$ cat config.mk
export PLATFORM = sky130hd
export DESIGN_NAME = lpodt_ctrl
export DESIGN_NICKNAME = d
export VERILOG_FILES = /design/src/lpodt_pkg.sv /design/src/lpodt_rd_if.sv /design/src/lpodt_rd_timer.sv /design/src/lpodt_ctrl.sv
export SDC_FILE = /design/constraint.sdc
export NUM_CORES = 1
export LEC_CHECK = 0
export BUFFER_PORTS_ARGS = -buffer_cell sky130_fd_sc_hd__buf_4
export CORE_MARGIN = 2
export CORE_UTILIZATION = 50
export DETAILED_ROUTE_END_ITERATION = 10
export PLACE_DENSITY = 0.74
export REMOVE_ABC_BUFFERS = 1
export SLEW_MARGIN = 25
export SYNTH_ARGS = -nofsm -noshare
export SYNTH_HDL_FRONTEND = slang
export SYNTH_SLANG_ARGS = --single-unit
export TNS_END_PERCENT = 10
$ cat constraint.sdc
create_clock -name clock_in -period 1.9 [get_ports clock_in]
set_input_delay 0.38 -clock clock_in [delete_from_list [all_inputs] [get_ports clock_in]]
set_output_delay 0.38 -clock clock_in [all_outputs]
set_load 0.05 [all_outputs]
$ cat src/lpodt_pkg.sv
package lpodt_pkg;
  // Burst length is fixed; only BL8 exists on this part
  localparam int unsigned LPODT_BURST_LEN = 8;
  // Default read latency in clock cycles
  localparam int unsigned LPODT_RL_DEFAULT = 12;
  // Width of the read latency input; the read window counters are one bit wider
  localparam int unsigned LPODT_RL_W = 6;
  // Two NOP cycles after CKE falls before the receivers switch off
  localparam int unsigned LPODT_CPDED_CYCLES = 2;
  // Turn-off is referenced this many cycles before read latency expires
  localparam int unsigned LPODT_RD_OFF_LEAD = 2;
  // Reset value of the registered termination enables
  localparam logic LPODT_TERM_RST = 1'b0;

  // Power state of the device
  typedef enum logic [1:0] {
    LPODT_ST_ACTIVE,
    LPODT_ST_PD_IDLE,
    LPODT_ST_PD_ACTIVE,
    LPODT_ST_DEEP
  } lpodt_pwr_t;
endpackage : lpodt_pkg

$ cat src/lpodt_rd_if.sv
`timescale 1ns/1ps
`default_nettype none
// Carries the read window request and answer between controller and timer
interface lpodt_rd_if;
  import lpodt_pkg::*;
  logic rd_start;
  logic [LPODT_RL_W-1:0] rl;
  logic rd_off;
  modport timer (input rd_start, input rl, output rd_off);
  modport ctrl (output rd_start, output rl, input rd_off);
endinterface : lpodt_rd_if
`default_nettype wire

$ cat src/lpodt_rd_timer.sv
`timescale 1ns/1ps
`default_nettype none
module lpodt_rd_timer
  import lpodt_pkg::*;
(
  input wire logic clock_in,
  input wire logic rst_n_in,
  lpodt_rd_if.timer rd
);
  logic [LPODT_RL_W:0] cnt_reg;
  logic [LPODT_RL_W:0] cnt_next;
  logic [LPODT_RL_W:0] off_cnt_reg;
  logic [LPODT_RL_W:0] off_cnt_next;
  logic running_reg;
  logic pend_reg;
  logic pend_next;
  logic off_reg;
  logic off_next;
  wire [LPODT_RL_W:0] off_edge;
  wire [LPODT_RL_W:0] on_edge;
  wire pend_start;
  wire hit_off;
  wire hit_on;

  // Window edges: RL-2 starts turn-off, RL+BL/2 starts turn-on
  assign off_edge = {1'b0, rd.rl} - (LPODT_RL_W+1)'(LPODT_RD_OFF_LEAD);
  assign on_edge = {1'b0, rd.rl} + (LPODT_RL_W+1)'(LPODT_BURST_LEN / 2);
  // Turn-off follows the oldest read still waiting, so a quick second read cannot delay it
  assign pend_start = rd.rd_start && !pend_reg && (!off_reg || hit_on);
  assign hit_off = pend_reg && (off_cnt_reg == off_edge);
  assign hit_on = running_reg && (cnt_reg == on_edge);
  assign off_cnt_next = pend_start ? '0 : off_cnt_reg + 1'b1;
  assign pend_next = pend_start || (pend_reg && !hit_off);
  // A newer read restarts the count, so turn-on follows the last burst
  assign cnt_next = rd.rd_start ? '0 : (hit_on ? cnt_reg : cnt_reg + 1'b1);
  // Off stays set across back-to-back reads; only the last read's end clears it
  assign off_next = hit_off ? 1'b1 : (hit_on ? 1'b0 : off_reg);
  assign rd.rd_off = off_reg;

  // Count cycles since the oldest waiting read and since the most recent read command
  always_ff @(posedge clock_in or negedge rst_n_in) begin
    if (!rst_n_in) begin
      cnt_reg <= '0;
      off_cnt_reg <= '0;
      running_reg <= 1'b0;
      pend_reg <= 1'b0;
      off_reg <= 1'b0;
    end else begin
      cnt_reg <= cnt_next;
      off_cnt_reg <= off_cnt_next;
      running_reg <= rd.rd_start || (running_reg && !hit_on);
      pend_reg <= pend_next;
      off_reg <= off_next;
    end
  end
endmodule : lpodt_rd_timer
`default_nettype wire

$ cat src/lpodt_ctrl.sv
`timescale 1ns/1ps
`default_nettype none
module lpodt_ctrl
  import lpodt_pkg::*;
#(
  parameter int unsigned CPDED_CYCLES = LPODT_CPDED_CYCLES
) (
  input wire logic clock_in,
  input wire logic rst_n_in,
  input wire logic cke_in,
  input wire logic cs_n_in,
  input wire logic [2:0] ca_in,
  input wire logic odt_pin_in,
  input wire logic [1:0] term_setting_in,
  input wire logic pd_term_en_in,
  input wire logic write_level_in,
  input wire logic ca_train_in,
  input wire logic dq_cal_in,
  input wire logic zq_cal_in,
  input wire logic rd_cmd_in,
  input wire logic [LPODT_RL_W-1:0] read_latency_in,
  input wire logic bank_open_in,
  output logic dq_term_en_out,
  output logic dqs_term_en_out,
  output logic pd_idle_out,
  output logic pd_active_out,
  output logic deep_sleep_out,
  output logic rx_off_out,
  output logic refresh_block_out,
  output logic reinit_needed_out
);
  // Synchroniser width covers CKE, chip select, three CA bits and the termination pin
  localparam int unsigned SYNC_W = 6;
  // Two bits hold the NOP count; a larger entry delay needs a wider counter
  localparam int unsigned NOP_W = 2;

  // The read timer shares one interface for its start pulse, latency and answer
  lpodt_rd_if rd_bus ();

  // Pins pass two flip-flops; the first stage feeds only the second
  logic [SYNC_W-1:0] sync1_reg;
  logic [SYNC_W-1:0] sync2_reg;
  logic cke_prev_reg;
  lpodt_pwr_t state_reg;
  lpodt_pwr_t state_next;
  logic [NOP_W-1:0] nop_cnt_reg;
  logic [NOP_W-1:0] nop_cnt_next;
  logic dq_term_reg;
  logic dqs_term_reg;
  logic reinit_reg;

  wire cke_s;
  wire cs_n_s;
  wire [2:0] ca_s;
  wire odt_s;
  wire cke_fall;
  wire cke_rise;
  wire deep_cmd;
  wire pd_cmd;
  wire in_pd;
  wire in_sleep;
  wire is_active;
  wire is_deep;
  wire term_base;
  wire rd_block;
  wire mode_block;
  wire sleep_block;
  wire term_block;
  wire reinit_set;
  wire reinit_clr;
  wire reinit_next;
  wire dq_term_next;
  wire dqs_term_next;

  // Unpack in the order the pins were packed into the first stage
  assign {cke_s, cs_n_s, ca_s, odt_s} = sync2_reg;

  // Entry and exit decode on the sampled CKE edge
  // A fall needs CKE seen high first, which keeps a low pin at reset from entering sleep
  assign cke_fall = cke_prev_reg && !cke_s;
  assign cke_rise = !cke_prev_reg && cke_s;
  assign deep_cmd = cke_fall && !cs_n_s && ca_s[0] && ca_s[1] && !ca_s[2];
  assign pd_cmd = cke_fall && cs_n_s;
  // State decode shared by the termination mask, the read gate and the status pins
  assign is_active = (state_reg == LPODT_ST_ACTIVE);
  assign is_deep = (state_reg == LPODT_ST_DEEP);
  assign in_pd = (state_reg == LPODT_ST_PD_IDLE) || (state_reg == LPODT_ST_PD_ACTIVE);
  assign in_sleep = in_pd || is_deep;

  // Next power state; exit needs CKE high, chip select high is the far side's duty
  always_comb begin
    state_next = state_reg;
    unique case (state_reg)
      LPODT_ST_ACTIVE: begin
        // Entry is taken only here; a second CKE fall while asleep is ignored
        if (deep_cmd) begin
          state_next = LPODT_ST_DEEP;
        end else if (pd_cmd) begin
          state_next = bank_open_in ? LPODT_ST_PD_ACTIVE : LPODT_ST_PD_IDLE;
        end
      end
      LPODT_ST_PD_IDLE, LPODT_ST_PD_ACTIVE, LPODT_ST_DEEP: begin
        // Exit checks CKE alone; holding chip select high is left to the controller
        if (cke_rise) begin
          state_next = LPODT_ST_ACTIVE;
        end
      end
    endcase
  end

  // Receivers drop only after the two NOP cycles following CKE low
  // The count saturates, so receivers stay off until the state leaves sleep
  assign nop_cnt_next = !in_sleep ? '0 :
                        (nop_cnt_reg == NOP_W'(CPDED_CYCLES)) ? nop_cnt_reg : nop_cnt_reg + 1'b1;

  // Read window timer; every read or MRR restarts its turn-on count
  // Reads are refused outside the active state, so a stray pulse cannot mask termination
  assign rd_bus.rd_start = rd_cmd_in && is_active;
  assign rd_bus.rl = read_latency_in;

  // Timer answer is registered, so the mask sees it one edge after the window edge
  lpodt_rd_timer u_rd_timer (
    .clock_in(clock_in),
    .rst_n_in(rst_n_in),
    .rd(rd_bus.timer)
  );

  // Termination: pin and setting enable it, any disabling condition wins
  // The pin only counts once it has passed the synchroniser
  assign term_base = (term_setting_in != 2'h0) && odt_s;
  // Each disabling source is a named term so a new mode joins the mask in one place
  assign rd_block = rd_bus.rd_off;
  assign mode_block = dq_cal_in || zq_cal_in || ca_train_in;
  // Deepest sleep always drops termination; plain power-down keeps it only on request
  assign sleep_block = is_deep || (in_pd && !pd_term_en_in);
  assign term_block = rd_block || mode_block || sleep_block;
  assign dqs_term_next = term_base && !term_block;
  // DQ follows DQS but write leveling holds it off regardless of the pin
  assign dq_term_next = dqs_term_next && !write_level_in;

  // Pin synchronisers and CKE history
  // CKE history resets low, so the first high sample after reset reads as a harmless exit
  always_ff @(posedge clock_in or negedge rst_n_in) begin
    if (!rst_n_in) begin
      sync1_reg <= '0;
      sync2_reg <= '0;
      cke_prev_reg <= 1'b0;
    end else begin
      sync1_reg <= {cke_in, cs_n_in, ca_in, odt_pin_in};
      sync2_reg <= sync1_reg;
      cke_prev_reg <= cke_s;
    end
  end

  // Contents are lost in the deepest state; the flag stands until the first read after exit
  // Set and clear never meet: reads are refused while the state is still deep
  assign reinit_set = is_deep;
  assign reinit_clr = rd_bus.rd_start;
  assign reinit_next = reinit_set || (reinit_reg && !reinit_clr);

  // Power state, NOP counter and re-init flag
  always_ff @(posedge clock_in or negedge rst_n_in) begin
    if (!rst_n_in) begin
      state_reg <= LPODT_ST_ACTIVE;
      nop_cnt_reg <= '0;
      reinit_reg <= 1'b0;
    end else begin
      state_reg <= state_next;
      nop_cnt_reg <= nop_cnt_next;
      reinit_reg <= reinit_next;
    end
  end

  // Registered termination enables
  // Registering both keeps mask glitches off the termination switches
  // Both reset off so nothing terminates before the first pin sample
  always_ff @(posedge clock_in or negedge rst_n_in) begin
    if (!rst_n_in) begin
      dq_term_reg <= LPODT_TERM_RST;
      dqs_term_reg <= LPODT_TERM_RST;
    end else begin
      dq_term_reg <= dq_term_next;
      dqs_term_reg <= dqs_term_next;
    end
  end

  // Status outputs
  // State pins decode the state register directly, so they move on the state edge
  assign dq_term_en_out = dq_term_reg;
  assign dqs_term_en_out = dqs_term_reg;
  assign pd_idle_out = (state_reg == LPODT_ST_PD_IDLE);
  assign pd_active_out = (state_reg == LPODT_ST_PD_ACTIVE);
  assign deep_sleep_out = is_deep;
  assign rx_off_out = in_sleep && (nop_cnt_reg == NOP_W'(CPDED_CYCLES));
  assign refresh_block_out = in_sleep;
  assign reinit_needed_out = reinit_reg;
endmodule : lpodt_ctrl
`default_nettype wire

==> impl_metrics.toml <==
[setup_path]
path_cells = "buf_4 -> inv_1 -> ha_1 -> buf_4 -> and3_1 -> o311ai_0 -> a2111oi_4 -> a21o_2"
critical_path.slowest_cell = "o311ai_0"
critical_path.most_common_cell = "buf_4"
critical_path.max_stage_delay_ns = 0.55
critPathArrivalTime_ns = 2.00
critical_path_required_ns = 2.09
crit_path_start_kind = "input port"
criticalPathCategory = "input port to flip-flop"
critical_path.max_fanout = 4
end_kind = "flip-flop"

[floorplan]
chipHeight_um = 64.8
chip_width_um = 64.8
die_area_um2 = 4200
initial_core_util_pct = 51.3
std_cell_rows = 22
core_region_area_um2 = 3610
top_level_ports = 31

[detailed_routing]
detailedRoute.firstIterationViolations = 84
route.vias.total = 1362
wl_um = 3570
detail_route.first_pass.iterations = 4
route.detailed.wl_per_inst_um = 13.7
drtAntennaViolNets = 0
route.detailed.drc = 0
avgViaCountPerCell = 5.22

[layout]
nNetsFinal = 246
layout.area.seq_um2 = 926
final.fill_count = 285
area_of_the_multi_input_gates_um2 = 870
layout-drive-gt1-share_pct = 26.3
synthesis_to_finish_area_growth_pct = 23.4
antenna_cells = 0

[synth]
synth_area_um2 = 1850
synth_top_area_cells = "dfrtp_1 50%, ha_1 7.4%, xor2_1 5.7%"
netlist-cell-type-count = 35
synth.avg_cell_area_um2 = 10.9
synth-warning-count = 0
seq_total_area_yosys_pct = 50.0
netlist.area_leader.share_pct = 50.0
synthCells = 169
cell_taking_the_most_area_after_synthesis = "dfrtp_1"
postSynthRegisterBits = 37

[sta]
relSlewSlack_pct = 59.5
maxSlewViolCount = 0
unrepaired_setup_endpoints_after_global_routing = "yes"
fin_crit_ns = 1.81
finalHoldViolCount = 0
hold_slack_ns = 0.0326
fin_skew_ns = 0.00942
fmaxAchievable_mhz = 552
min_period_over_period_pct = 95.4
tightest_slew_ns = 0.600
finalSetupViolations = 0
setup_total_negative_slack_ns = 0

[clocking]
postCtsSetupRepairBufs = 0
clk_pin_slew_ns = 0.08
numCtsBuffers = 5
cts_tree = "yes"
cts.sinks = 37
ctsLongestPathBuffers = 2
cts_hold_buffers = 0
clk-insertion-delay-late_ns = 0.29
resize_count_post_cts = 0
htree_num_levels = 2
ctsRootBufferMaster = "clkbuf_8"

[run]
cap_violations = 0

[pwr]
power_leakage_nw = 1.11
power.density_nw_per_um2 = 1310
worst_ir_drop_vdd_v = 0.000628

[global_routing]
globalRouteTotalUtil_pct = 20.2
grt_max_degree = 38
wire_length_of_the_first_global_routing_pass_um = 6420
antenna_found_initial = 0
grt_pass1_vias = 1457
grt_remaining_overflow = 0

[placed_design]
place.gp.congestion = 0.776
dp_hpwl_um = 2690
io_buffer_count = 30

[min_path]
worstHoldPathType = "input port to async pin"

[run_status]
result_of_the_run = "finished clean"
-- worst paths after layout --
check	start	endpoint	slack, ns	cells after the start
worst max-delay path	read_latency_in[2]	u_rd_timer.rd.rd_off	0.09	8
worst min-delay path	rst_n_in	u_rd_timer.cnt_reg[2]	0.03	1
worst max register to register	u_rd_timer.off_cnt_reg[5]	u_rd_timer.pend_reg	0.09	4
worst min register to register	sync1_reg[5]	sync2_reg[5]	0.35	0
max in group asynchronous	rst_n_in	sync1_reg[2]	1.54	1
min in group clock_in	cke_in	sync1_reg[5]	0.19	1
-- where the power goes --
part           internal, mW  switching (mW)
combinational         0.516           0.711
clock                 0.264           0.300
sequential            0.989           0.220
-- final cells by class --
| cell class | count | share of cell area, % |
|---|---|---|
| clock buffers | 5 | 3.01 |
| clock inverters | 3 | 1.10 |
| inverters | 11 | 1.81 |
| multi-input cells | 118 | 38.1 |
| flip-flops and latches | 37 | 40.5 |
| well taps | 48 | 2.63 |
| repair buffers | 39 | 12.8 |
-- stage by stage --
stage / instances / utilization, % / cell area [um^2] / power (mW) / setup slack [ns]
6_report: 261 / 63.3 / 2280 / 3.00 / 0.0879
5_1_grt: 261 / 63.3 / 2280 / 3.24 / -0.00449
4_1_cts: 261 / 63.3 / 2280 / 3.03 / 0.0145
3_5_place_dp: 253 / 60.7 / 2190 / 2.45 / -0.299
3_3_place_gp: 253 / 60.7 / 2190 / 2.38 / -0.181
2_1_floorplan: 166 / - / 1840 / 2.07 / -0.400
-- cells in the mapped netlist --
cell type and instances:
o21ai_0 4, a221oi_2 1, o311ai_0 1, inv_1 11, xor2_1 12, xnor2_1 9
nor2b_1 4, mux2i_1 4, o22ai_1 2, a21o_1 1, nor2_1 12, o211ai_1 1
a211oi_2 1, a21o_2 1, and2_4 1, a21oi_1 10, nor3_1 1, a31o_2 2
a2111oi_4 1, nor4_2 1, nand3_1 5, nor4_1 2, ha_1 11, nor4bb_1 1
o2111ai_1 1, buf_2 2, nand2_1 12, o21ba_1 2, or4b_4 1, clkbuf_1 1
nand3b_1 1, nand4_1 6, dfrtp_1 37, and3_1 3, nand2b_1 4
-- kinds of logic (layout without fill, tap and decap cells) --
| logic type | Yosys count | count (layout) | share of synthesized area (%) |
|---|---|---|---|
| fa+ha+maj | 11 | 11 | 7.44 |
| flops | 37 | 37 | 50.0 |
| simple gates | 54 | 54 | 15.8 |
| buf+inv | 14 | 58 | 2.97 |
| compound gates | 28 | 28 | 11.7 |
| mux | 4 | 4 | 2.16 |
| xor+xnor | 21 | 21 | 9.94 |
-- placed cells by master, fill, tap and decap left out, types with 2 or more instances in the layout --
master and n:
dfrtp_1 37, o21ba_1 2, o21ai_0 4, a31o_2 2, ha_1 11, xnor2_1 9
nand2_1 12, clkbuf_8 5, o22ai_1 2, nor4_1 2, nor2b_1 4, inv_1 11
xor2_1 12, a21oi_1 10, nor2_1 12, mux2i_1 4, nand3_1 5, buf_4 39
nand2b_1 4, nand4_1 6, and3_1 3
-- critical path: cells and delay by family --
family                     cells  cell delay, ns
adders and majority gates      1            0.20
buffers and inverters          3            0.31
and+or+nand+nor                1            0.17
AOI/OAI and AO/OA              3            0.94
-- per-layer routing --
layer  GRT usage, %  up-vias  share of wire, %
met5              0        -                 0
met4           10.1        0               1.5
met2           32.5       31                52
li1               -      668                 -
met3           5.21        7               3.1
met1           25.1      656                44
(Power assumes the default switching activity.)
